**src/rflc_regs.vh**
```
// Constants of the receive frame length checker
`ifndef RFLC_REGS_VH
`define RFLC_REGS_VH

// Frame framing bytes
`define RFLC_PREAMBLE_BYTE 8'h55
`define RFLC_SFD_BYTE 8'hd5

// Frame length limits, in bytes
`define RFLC_MIN_FRAME 16'h0040
`define RFLC_MAX_FRAME_RST 16'h05ee
`define RFLC_TAG1_EXTRA 16'h0004
`define RFLC_TAG2_EXTRA 16'h0008
`define RFLC_TRUNC_SLACK 16'h000b
`define RFLC_FCS_LEN 16'h0004

// Header geometry
`define RFLC_TYPE0_POS 16'h000c
`define RFLC_TYPE1_POS 16'h0010
`define RFLC_TYPE2_POS 16'h0014
`define RFLC_HDR_BASIC 16'h000e
`define RFLC_HDR_TAG1 16'h0012
`define RFLC_HDR_TAG2 16'h0016
`define RFLC_TPID 16'h8100

// Payload length limits, in bytes
`define RFLC_PAY_MIN_BASIC 16'h002e
`define RFLC_PAY_MIN_TAG1 16'h002a
`define RFLC_PAY_MIN_TAG2 16'h0026
`define RFLC_PAY_LIMIT 16'h0600

// Error vector bit positions
`define RFLC_ERR_LEN_BUF 1
`define RFLC_ERR_LEN_NOBUF 0
`define RFLC_ERR_TRUNC 3

// Nominal latencies in cycles, buffered gigabit cut-through
`define RFLC_TX_LATENCY 38
`define RFLC_RX_LATENCY 99

`endif

```
**src/rflc_regs_dummy_guard_note.v**
```verilog
// Holds no logic; the receive path lives in its two design modules

```
**src/rflc_packer.v**
```verilog
// Byte to 32-bit word packer with optional two-byte head alignment
module rflc_packer (
  // Clock and reset
  input wire mclk,
  input wire rst,
  // Byte side
  input wire byte_valid,
  input wire byte_first,
  input wire [7:0] byte_data,
  input wire frame_end,
  input wire [3:0] end_error,
  input wire align_en,
  // Word side
  output reg word_valid_ff,
  output reg [31:0] word_data_ff,
  output reg word_sop_ff,
  output reg word_eop_ff,
  output reg [1:0] word_empty_ff,
  output reg [3:0] word_error_ff
);
  reg [31:0] acc_ff;
  reg [2:0] fill_ff;
  reg acc_sop_ff;
  reg [31:0] nxt_acc;
  reg [2:0] nxt_fill;

  // Fill starts at 2 when aligning, leaving two zero lanes on top
  always @*
  begin
    nxt_acc = acc_ff;
    nxt_fill = fill_ff;
    if (byte_first)
    begin
      nxt_acc = 32'h0000_0000;
      nxt_fill = align_en ? 3'd2 : 3'd0;
    end
    else if (fill_ff == 3'd4)
    begin
      nxt_acc = 32'h0000_0000;
      nxt_fill = 3'd0;
    end
    // Without alignment the first byte lands in the most significant lane
    case (nxt_fill[1:0])
      2'd0: nxt_acc[31:24] = byte_data;
      2'd1: nxt_acc[23:16] = byte_data;
      2'd2: nxt_acc[15:8] = byte_data;
      default: nxt_acc[7:0] = byte_data;
    endcase
    nxt_fill = nxt_fill + 3'd1;
  end

  always @(posedge mclk)
  begin
    if (rst)
    begin
      acc_ff <= 32'h0000_0000;
      fill_ff <= 3'd0;
      acc_sop_ff <= 1'b0;
      word_valid_ff <= 1'b0;
      word_data_ff <= 32'h0000_0000;
      word_sop_ff <= 1'b0;
      word_eop_ff <= 1'b0;
      word_empty_ff <= 2'd0;
      word_error_ff <= 4'h0;
    end
    else
    begin
      word_valid_ff <= 1'b0;
      word_sop_ff <= 1'b0;
      word_eop_ff <= 1'b0;
      word_error_ff <= 4'h0;
      if (byte_valid)
      begin
        acc_ff <= nxt_acc;
        fill_ff <= nxt_fill;
        acc_sop_ff <= byte_first | (acc_sop_ff & (fill_ff != 3'd4));
        // A full word leaves only once the next byte proves it is not last
        if (fill_ff == 3'd4 && !byte_first)
        begin
          word_valid_ff <= 1'b1;
          word_data_ff <= acc_ff;
          word_sop_ff <= acc_sop_ff;
          word_empty_ff <= 2'd0;
        end
      end
      else if (frame_end)
      begin
        word_valid_ff <= 1'b1;
        word_data_ff <= acc_ff;
        word_sop_ff <= acc_sop_ff;
        word_eop_ff <= 1'b1;
        word_error_ff <= end_error;
        word_empty_ff <= (fill_ff == 3'd0) ? 2'd3 : 2'd3 - (fill_ff[1:0] - 2'd1);
        fill_ff <= 3'd0;
        acc_sop_ff <= 1'b0;
      end
    end
  end
endmodule

```
**src/rflc_rx_check.v**
```verilog
// Receive frame length checker, framing stripper and stream writer
`include "rflc_regs.vh"

module rflc_rx_check #(
  parameter BUFFERED = 1,
  parameter LEVEL_W = 16,
  parameter BUF_DEPTH = 2048
) (
  // Clock and reset
  input wire mclk,
  input wire rst,
  // Network side byte interface
  input wire rx_dv,
  input wire [7:0] rxd,
  // Configuration
  input wire [15:0] max_frame_len,
  input wire payload_check_disable,
  input wire pad_remove_en,
  input wire crc_forward,
  input wire rx_align_en,
  // Streaming or buffer write interface
  output wire out_valid,
  output wire [31:0] out_data,
  output wire out_sop,
  output wire out_eop,
  output wire [1:0] out_empty,
  output wire [3:0] out_error,
  input wire out_ready,
  // Buffer level and thresholds
  input wire [LEVEL_W-1:0] buf_level,
  input wire [LEVEL_W-1:0] thr_almost_empty,
  input wire [LEVEL_W-1:0] thr_almost_full,
  input wire [LEVEL_W-1:0] thr_section_empty,
  input wire [LEVEL_W-1:0] thr_section_full,
  output reg almost_empty_ff,
  output reg almost_full_ff,
  output reg section_empty_ff,
  output reg section_full_ff,
  // Status
  output reg drop_mode_ff,
  output reg len_err_seen_ff
);
  localparam ST_IDLE = 5'b00001;
  localparam ST_PRE = 5'b00010;
  localparam ST_DATA = 5'b00100;
  localparam ST_FLUSH = 5'b01000;
  localparam ST_SKIP = 5'b10000;
  localparam [LEVEL_W-1:0] DEPTH_W = BUF_DEPTH[LEVEL_W-1:0];

  reg [4:0] state_ff;
  reg [4:0] nxt_state;
  reg [15:0] cnt_ff;
  reg [15:0] type0_ff;
  reg [15:0] type1_ff;
  reg [15:0] type2_ff;
  reg [7:0] dly_ff [0:3];
  reg [2:0] flush_ff;
  reg [15:0] flush_idx_ff;
  reg end_err_len_ff;
  reg sink_fail;

  // Byte stream into packer
  reg pk_valid;
  reg pk_first;
  reg [7:0] pk_data;
  reg pk_end;
  reg [3:0] pk_err;

  // Header classification
  wire tag1 = (type0_ff == `RFLC_TPID);
  wire tag2 = tag1 && (type1_ff == `RFLC_TPID);
  wire [15:0] client_len = tag2 ? type2_ff : (tag1 ? type1_ff : type0_ff);
  wire [15:0] hdr_len = tag2 ? `RFLC_HDR_TAG2 : (tag1 ? `RFLC_HDR_TAG1 : `RFLC_HDR_BASIC);
  wire [15:0] max_len = max_frame_len
    + (tag2 ? `RFLC_TAG2_EXTRA : (tag1 ? `RFLC_TAG1_EXTRA : 16'h0000));
  wire [15:0] pay_min = tag2 ? `RFLC_PAY_MIN_TAG2
    : (tag1 ? `RFLC_PAY_MIN_TAG1 : `RFLC_PAY_MIN_BASIC);
  wire is_len_field = client_len < `RFLC_PAY_LIMIT;
  wire [15:0] cnt_inc = cnt_ff + 16'h0001;
  // Cut only once the count passes the limit plus slack
  wire over_trunc = cnt_inc > (max_len + `RFLC_TRUNC_SLACK);
  wire frame_len_bad = (cnt_ff < `RFLC_MIN_FRAME) || (cnt_ff > max_len);
  wire [15:0] pay_count = cnt_ff - hdr_len - `RFLC_FCS_LEN;
  wire pay_bad = !payload_check_disable && is_len_field
    && ((pay_count != client_len)
    || (client_len < pay_min));
  wire len_err_now = frame_len_bad || pay_bad;
  wire keep_fcs = crc_forward && !pad_remove_en;
  // Pad removal drops the FCS as well
  wire pad_cut = pad_remove_en && is_len_field && (client_len < pay_min);
  wire [15:0] data_end = hdr_len + client_len;
  wire [15:0] emit_idx = cnt_ff - `RFLC_FCS_LEN;
  wire emit_keep = !(pad_cut && (emit_idx >= data_end));
  wire flush_keep = !(pad_cut && (flush_idx_ff >= data_end));

  // Flag bit layout differs between buffered and streamed variants
  function [3:0] err_vec;
    input len_bad;
    input trunc;
    begin
      err_vec = 4'h0;
      if (BUFFERED != 0)
        err_vec[`RFLC_ERR_LEN_BUF] = len_bad;
      else
        err_vec[`RFLC_ERR_LEN_NOBUF] = len_bad;
      err_vec[`RFLC_ERR_TRUNC] = trunc;
      if (BUFFERED != 0)
        err_vec[0] = err_vec[0] | trunc;
    end
  endfunction

  // Not-ready sink while a word is offered
  always @*
  begin
    sink_fail = out_valid && !out_ready;
  end

  always @*
  begin
    nxt_state = state_ff;
    pk_valid = 1'b0;
    pk_first = 1'b0;
    pk_data = dly_ff[3];
    pk_end = 1'b0;
    pk_err = 4'h0;
    case (state_ff)
      ST_IDLE:
      begin
        if (rx_dv && rxd == `RFLC_PREAMBLE_BYTE)
          nxt_state = ST_PRE;
      end
      ST_PRE:
      begin
        // Preamble and delimiter never reach the stream
        if (!rx_dv)
          nxt_state = ST_IDLE;
        else if (rxd == `RFLC_SFD_BYTE)
          nxt_state = ST_DATA;
        else if (rxd != `RFLC_PREAMBLE_BYTE)
          nxt_state = ST_SKIP;
      end
      ST_DATA:
      begin
        if (drop_mode_ff && BUFFERED == 0)
        begin
          // Dropped frames still report one errored end
          if (!rx_dv)
          begin
            pk_end = 1'b1;
            pk_err = err_vec(1'b0, 1'b1);
            nxt_state = ST_IDLE;
          end
        end
        else if (sink_fail)
        begin
          pk_end = 1'b1;
          pk_err = err_vec(1'b0, 1'b1);
          nxt_state = rx_dv ? ST_SKIP : ST_IDLE;
        end
        else if (rx_dv && over_trunc)
        begin
          pk_end = 1'b1;
          pk_err = err_vec(1'b1, 1'b1);
          nxt_state = ST_SKIP;
        end
        else if (rx_dv)
        begin
          pk_valid = (cnt_ff >= `RFLC_FCS_LEN) && emit_keep;
          pk_first = (cnt_ff == `RFLC_FCS_LEN);
        end
        else if (keep_fcs && cnt_ff >= `RFLC_FCS_LEN)
          nxt_state = ST_FLUSH;
        else
        begin
          pk_end = 1'b1;
          pk_err = err_vec(len_err_now, 1'b0);
          nxt_state = ST_IDLE;
        end
      end
      ST_FLUSH:
      begin
        if (sink_fail)
        begin
          pk_end = 1'b1;
          pk_err = err_vec(end_err_len_ff, 1'b1);
          nxt_state = ST_IDLE;
        end
        else if (flush_ff == 3'd4)
        begin
          pk_end = 1'b1;
          pk_err = err_vec(end_err_len_ff, 1'b0);
          nxt_state = ST_IDLE;
        end
        else
        begin
          pk_valid = flush_keep;
          pk_first = (flush_idx_ff == 16'h0000);
          pk_data = dly_ff[3 - flush_ff[1:0]];
        end
      end
      ST_SKIP:
      begin
        // Refused or cut frame ignored until the link idles
        if (!rx_dv)
          nxt_state = ST_IDLE;
      end
      default:
        nxt_state = ST_IDLE;
    endcase
  end

  integer i;

  always @(posedge mclk)
  begin
    if (rst)
    begin
      state_ff <= ST_IDLE;
      cnt_ff <= 16'h0000;
      type0_ff <= 16'h0000;
      type1_ff <= 16'h0000;
      type2_ff <= 16'h0000;
      flush_ff <= 3'd0;
      flush_idx_ff <= 16'h0000;
      end_err_len_ff <= 1'b0;
      drop_mode_ff <= 1'b0;
      len_err_seen_ff <= 1'b0;
      for (i = 0; i < 4; i = i + 1)
        dly_ff[i] <= 8'h00;
    end
    else
    begin
      state_ff <= nxt_state;
      // Unbuffered variant drops every later frame until reset
      if (sink_fail && BUFFERED == 0)
        drop_mode_ff <= 1'b1;
      // Sticky record of any length error
      if (pk_end && pk_err[BUFFERED != 0 ? `RFLC_ERR_LEN_BUF : `RFLC_ERR_LEN_NOBUF])
        len_err_seen_ff <= 1'b1;
      // Fresh count and header fields for each frame
      if (state_ff == ST_PRE)
      begin
        cnt_ff <= 16'h0000;
        type0_ff <= 16'h0000;
        type1_ff <= 16'h0000;
        type2_ff <= 16'h0000;
      end
      if (state_ff == ST_DATA && rx_dv)
      begin
        cnt_ff <= cnt_inc;
        dly_ff[0] <= rxd;
        for (i = 1; i < 4; i = i + 1)
          dly_ff[i] <= dly_ff[i-1];
        if (cnt_ff == `RFLC_TYPE0_POS)
          type0_ff[15:8] <= rxd;
        if (cnt_ff == `RFLC_TYPE0_POS + 16'h0001)
          type0_ff[7:0] <= rxd;
        if (cnt_ff == `RFLC_TYPE1_POS)
          type1_ff[15:8] <= rxd;
        if (cnt_ff == `RFLC_TYPE1_POS + 16'h0001)
          type1_ff[7:0] <= rxd;
        if (cnt_ff == `RFLC_TYPE2_POS)
          type2_ff[15:8] <= rxd;
        if (cnt_ff == `RFLC_TYPE2_POS + 16'h0001)
          type2_ff[7:0] <= rxd;
      end
      // Freeze the verdict before the trailing bytes drain
      if (state_ff == ST_DATA && nxt_state == ST_FLUSH)
      begin
        end_err_len_ff <= len_err_now;
        flush_ff <= 3'd0;
        flush_idx_ff <= emit_idx;
      end
      else if (state_ff == ST_FLUSH)
      begin
        flush_ff <= flush_ff + 3'd1;
        flush_idx_ff <= flush_idx_ff + 16'h0001;
      end
    end
  end

  // Thresholds count bytes for 8-bit or words for 32-bit buffers
  always @(posedge mclk)
  begin
    if (rst)
    begin
      almost_empty_ff <= 1'b0;
      almost_full_ff <= 1'b0;
      section_empty_ff <= 1'b0;
      section_full_ff <= 1'b0;
    end
    else if (BUFFERED != 0)
    begin
      almost_empty_ff <= (buf_level <= thr_almost_empty);
      almost_full_ff <= (DEPTH_W - buf_level) <= thr_almost_full;
      section_empty_ff <= buf_level >= thr_section_empty;
      section_full_ff <= (thr_section_full != {LEVEL_W{1'b0}})
        && (buf_level >= thr_section_full);
    end
  end

  // Buffer write or direct stream depending on the variant
  rflc_packer u_packer (
    .mclk(mclk),
    .rst(rst),
    .byte_valid(pk_valid),
    .byte_first(pk_first),
    .byte_data(pk_data),
    .frame_end(pk_end),
    .end_error(pk_err),
    .align_en(rx_align_en),
    .word_valid_ff(out_valid),
    .word_data_ff(out_data),
    .word_sop_ff(out_sop),
    .word_eop_ff(out_eop),
    .word_empty_ff(out_empty),
    .word_error_ff(out_error)
  );

  // Nominal latency figures are kept as RFLC_TX/RX_LATENCY
endmodule

```
**config.mk**
```make
export PLATFORM = sky130hd
export DESIGN_NAME = rflc_rx_check
export DESIGN_NICKNAME = d
export VERILOG_FILES = /design/src/rflc_regs_dummy_guard_note.v /design/src/rflc_packer.v /design/src/rflc_rx_check.v
export VERILOG_INCLUDE_DIRS = /design/src
export SDC_FILE = /design/constraint.sdc
export NUM_CORES = 1
export LEC_CHECK = 0
export ABC_CLOCK_PERIOD_IN_PS = 5550
export BUFFER_PORTS_ARGS = -buffer_cell sky130_fd_sc_hd__buf_2
export CAP_MARGIN = 20
export CORE_MARGIN = 10
export CORE_UTILIZATION = 30
export CTS_BUF_LIST = sky130_fd_sc_hd__clkbuf_4 sky130_fd_sc_hd__clkbuf_8 sky130_fd_sc_hd__clkbuf_16
export CTS_CLUSTER_SIZE = 40
export DETAILED_ROUTE_END_ITERATION = 10
export HOLD_SLACK_MARGIN = 0.1
export PLACE_DENSITY_LB_ADDON = 0.08
export SYNTH_ARGS = -nofsm -noshare
export SYNTH_HDL_FRONTEND = slang
export SYNTH_SLANG_ARGS = --single-unit
```
**constraint.sdc**
```tcl
create_clock -name mclk -period 5.55 [get_ports mclk]
set_input_delay 0.555 -clock mclk [delete_from_list [all_inputs] [get_ports mclk]]
set_output_delay 0.555 -clock mclk [all_outputs]
set_load 0.01 [all_outputs]
```
==> out/metrics.csv <==
metric,value,unit
Antenna Violating Nets Remaining,0,
worst-case reg-to-reg path depth,31,
unrepaired setup endpoints after global routing,yes,
post-layout instance area,17800,sq um
category of the worst setup path launch point,flop,
"leading cell type in the layout, fill and taps excluded",nand2_1,
placed standard-cell area,16400,sq um
total global-route track usage,17.0,%
Via-to-Cell Ratio,5.14,
number of iterations in the first detailed-routing pass,5,
root buf cell,clkbuf_16,
#FFs+latches synth,201,
setup slack after layout,0.0930,ns
distinct cell type count after synthesis,80,
"slowest stage delay, CP",0.42,ns
average footprint of a synthesized cell,8.19,sq um
number of enable-type register cells in the synthesized netlist,32,
portion of the clock cycle consumed by the worst path in the final layout,98.3,%
async set or reset register ratio after synthesis,0,%
grt total ovfl,0,
number of placement rows,79,
Hold Crit Start,rxd[2],
Post-Route Skew,0.0163,ns
Crit. End Element,flop,
overall die height,238,microns
endpoints failing hold,0,
Worst R2R Setup Slack,0.09,ns
fill count,4882,
number of endpoints failing setup at the final stage,0,
max cap viols,0,
via count,13425,
clock edge transition at the registers on the reported setup and hold paths,0.06,ns
hold endpoint,type2_ff[2]$_SDFF_PP0_,
headroom to the max-slew limit,38.4,%
RD Place Congestion,0.873,
Port-buffer cells,156,
initial antenna violation count,0,
CTS tree,done,
number of stages on the worst hold path,3,
average wire length per cell after detail routing,19.1,microns
core region area,46900,sq um
latest clock arrival within the worst-skew pair,0.56,ns
post-route core utilization,38.1,%
sum of routed wire length over all layers,49800,microns
leading cell types by total area after synthesis,"dfxtp_1 24%, ha_1 14%, edfxtp_1 6.7%",
slowest stage cell on the critical path,xor2_1,
Synth Instances,1748,
Final min period,5.46,ns
ratio of total power to cell area,198,nW/um^2
wire length of the first global-routing pass,77700,microns
sequential share of the synthesized area,30.3,%
die outline area,56900,sq um
vias in the first global route,13235,
achievable clock frequency,0.183,GHz
H-tree level count,1,
"Worst Path Class, Setup",reg -> reg,
Longest Clk Path Bufs,3,
sink count of the clock tree,201,
netlist area before placement,14300,sq um
number of pins exceeding their max-slew limit in the final report,0,
IO Pins,159,
share of final-layout standard cells stronger than drive strength 1,20.8,%
Top Family by Delay on Critical Path,simple AND/OR/NAND/NOR gates,
Hold Path Class,in -> reg,
"leading cell types in the layout, fill and taps excluded","193 x nand2_1, 168 x dfxtp_1, 155 x ha_1, 155 x buf_2, 143 x a21oi_1",
DRC violation count after routing,0,
setup slack after placement,-0.584,ns
Critical Path AT,5.93,ns
CP Buf/Inv Count,10,
Antenna diodes,0,
cell leakage power,0.00797,uW
highest ir drop seen on vdd,223,uV
die width,238,microns
area added between synthesis and finish,24.5,%
required time of the critical path,6.03,ns
prevailing post-synth register cell,dfxtp_1,
number of warning messages in the yosys log,0,
Num CTS Buffers,26,
number of design-rule violations left by the first detailed-router iteration,779,
top-area cell type share of the netlist area,23.6,%
outcome,"complete, no violations",
maximum fanout along the worst path,8,
HPWL after detailed placement,38200,microns
worst r2r src,type0_ff[0]$_SDFF_PP0_,
cell repeated most along the worst path,buf_4,
slew at the pin closest to its max-slew limit,0.920,ns
largest area contributor in the synthesized netlist,dfxtp_1,
worst reg2reg path endpoint,u_packer.word_data_ff[11]$_SDFFE_PP0P_,
pin count of the biggest net entering global routing,69,
starting utilization of the core area,30.6,%
final-stage net count,2262,
worst max path at each step:
stage	start	end	slack (ns)	cells past startpoint
2_1_floorplan	type0_ff[0]$_SDFF_PP0_	u_packer.acc_ff[15]$_SDFFE_PP0P_	0.03	27
3_3_place_gp	type1_ff[0]$_SDFF_PP0_	u_packer.acc_ff[10]$_SDFFE_PP0P_	-0.45	27
3_5_place_dp	type0_ff[9]$_SDFF_PP0_	u_packer.acc_ff[21]$_SDFFE_PP0P_	-0.58	25
4_1_cts	type1_ff[7]$_SDFF_PP0_	u_packer.acc_ff[26]$_SDFFE_PP0P_	0.007	29
5_1_grt	type0_ff[0]$_SDFF_PP0_	u_packer.acc_ff[26]$_SDFFE_PP0P_	-0.23	31
6_report	type0_ff[0]$_SDFF_PP0_	u_packer.word_data_ff[11]$_SDFFE_PP0P_	0.09	31
power by group:
group	total (uW)	internal (uW)	switching, uW
registers	1490	1490	4.70
logic	309	127	183
clock network	1730	1040	691
total	3540	2660	879
per-stage QoR:
stage               std cells  setup TNS (ns)  hold slack, ns  power [uW]
floorplan                1749               0           0.434        1690
global placement         2546          -22.69           0.444        1830
detailed placement       2546          -32.10           0.448        1830
CTS                      2601               0           0.336        3590
global route             2613          -12.67           0.358        3690
finish                   2613               0           0.353        3540
layout make-up:
cell class	count	area, sq um	share of cell area (%)
clock buffer	38	759	4.26
clock inverter	8	111	0.624
inverter	107	402	2.25
multi-input combinational	1354	9490	53.2
sequential	201	4350	24.4
tap	607	759	4.26
timing repair buffer	298	1960	11.0
cells in the mapped netlist (4+ instances only):
master and count:
a31oi_1 7, dfxtp_1 169, nor2_1 127, nor4b_1 8
nand4_1 34, o21ai_1 4, edfxtp_1 32, and4_1 6
nor4_1 26, mux2i_1 43, a22oi_1 5, o21a_1 8
nand2_1 196, nor3_1 26, buf_1 8, a21oi_2 4
a211o_1 4, a21oi_1 147, o31ai_1 6, or3_1 12
a21o_1 35, nor2b_1 18, xnor2_1 63, nand3b_1 7
inv_1 106, buf_2 7, nor3b_1 5, o211ai_1 5
o21ai_0 70, and2_1 5, and3_1 51, xor2_1 48
o2111ai_1 5, a32o_1 32, nand3_1 94, a211oi_1 14
clkbuf_1 64, nand2b_1 22, ha_1 160
what timing repair did:
item | CTS | global route
setup buffers | 8 | 10
pin swaps | 26 | 24
cloned | 1 | 2
gates resized for setup | 36 | 41
endpoints found under the hold margin | 0 | 0
setup endpoints to repair | 73 | 74
hold buffers | 0 | 0
per-layer routing:
layer	wire (microns)	share of wire [%]	up-vias	GRT usage, %
li1	-	-	6726	-
met1	23600	47	6413	22.9
met2	23400	47	247	28.8
met3	2120	4.2	39	2.27
met4	675	1.4	0	2.74
met5	0	0	-	0
worst min-delay path: stages:
cell     delay, ns
buf_2         0.17
nand2_1       0.08
a21oi_1       0.06
cell families (layout without fill, tap and decap cells):
kind of cell / count (synthesis) / after routing / synth area share [%]
DFF: 201 / 201 / 30.3
AOI/OAI and AO/OA: 380 / 380 / 17.2
xor gates and xnor gates: 111 / 111 / 6.79
buffers and inverters: 194 / 451 / 5.70
adders and majority gates: 162 / 162 / 14.3
other: 1 / 2 / 0.0262
muxes: 43 / 43 / 3.01
and+or+nand+nor: 656 / 656 / 22.7
state kept, by name, indices dropped and copies added, names as in the netlist, 5 cells and up:
name	flops
cnt_ff	16
dly_ff	32
flush_idx_ff	16
state_ff	5
type0_ff	16
type1_ff	16
type2_ff	16
u_packer.acc_ff	32
u_packer.word_data_ff	32
(Power assumes the default switching activity.)
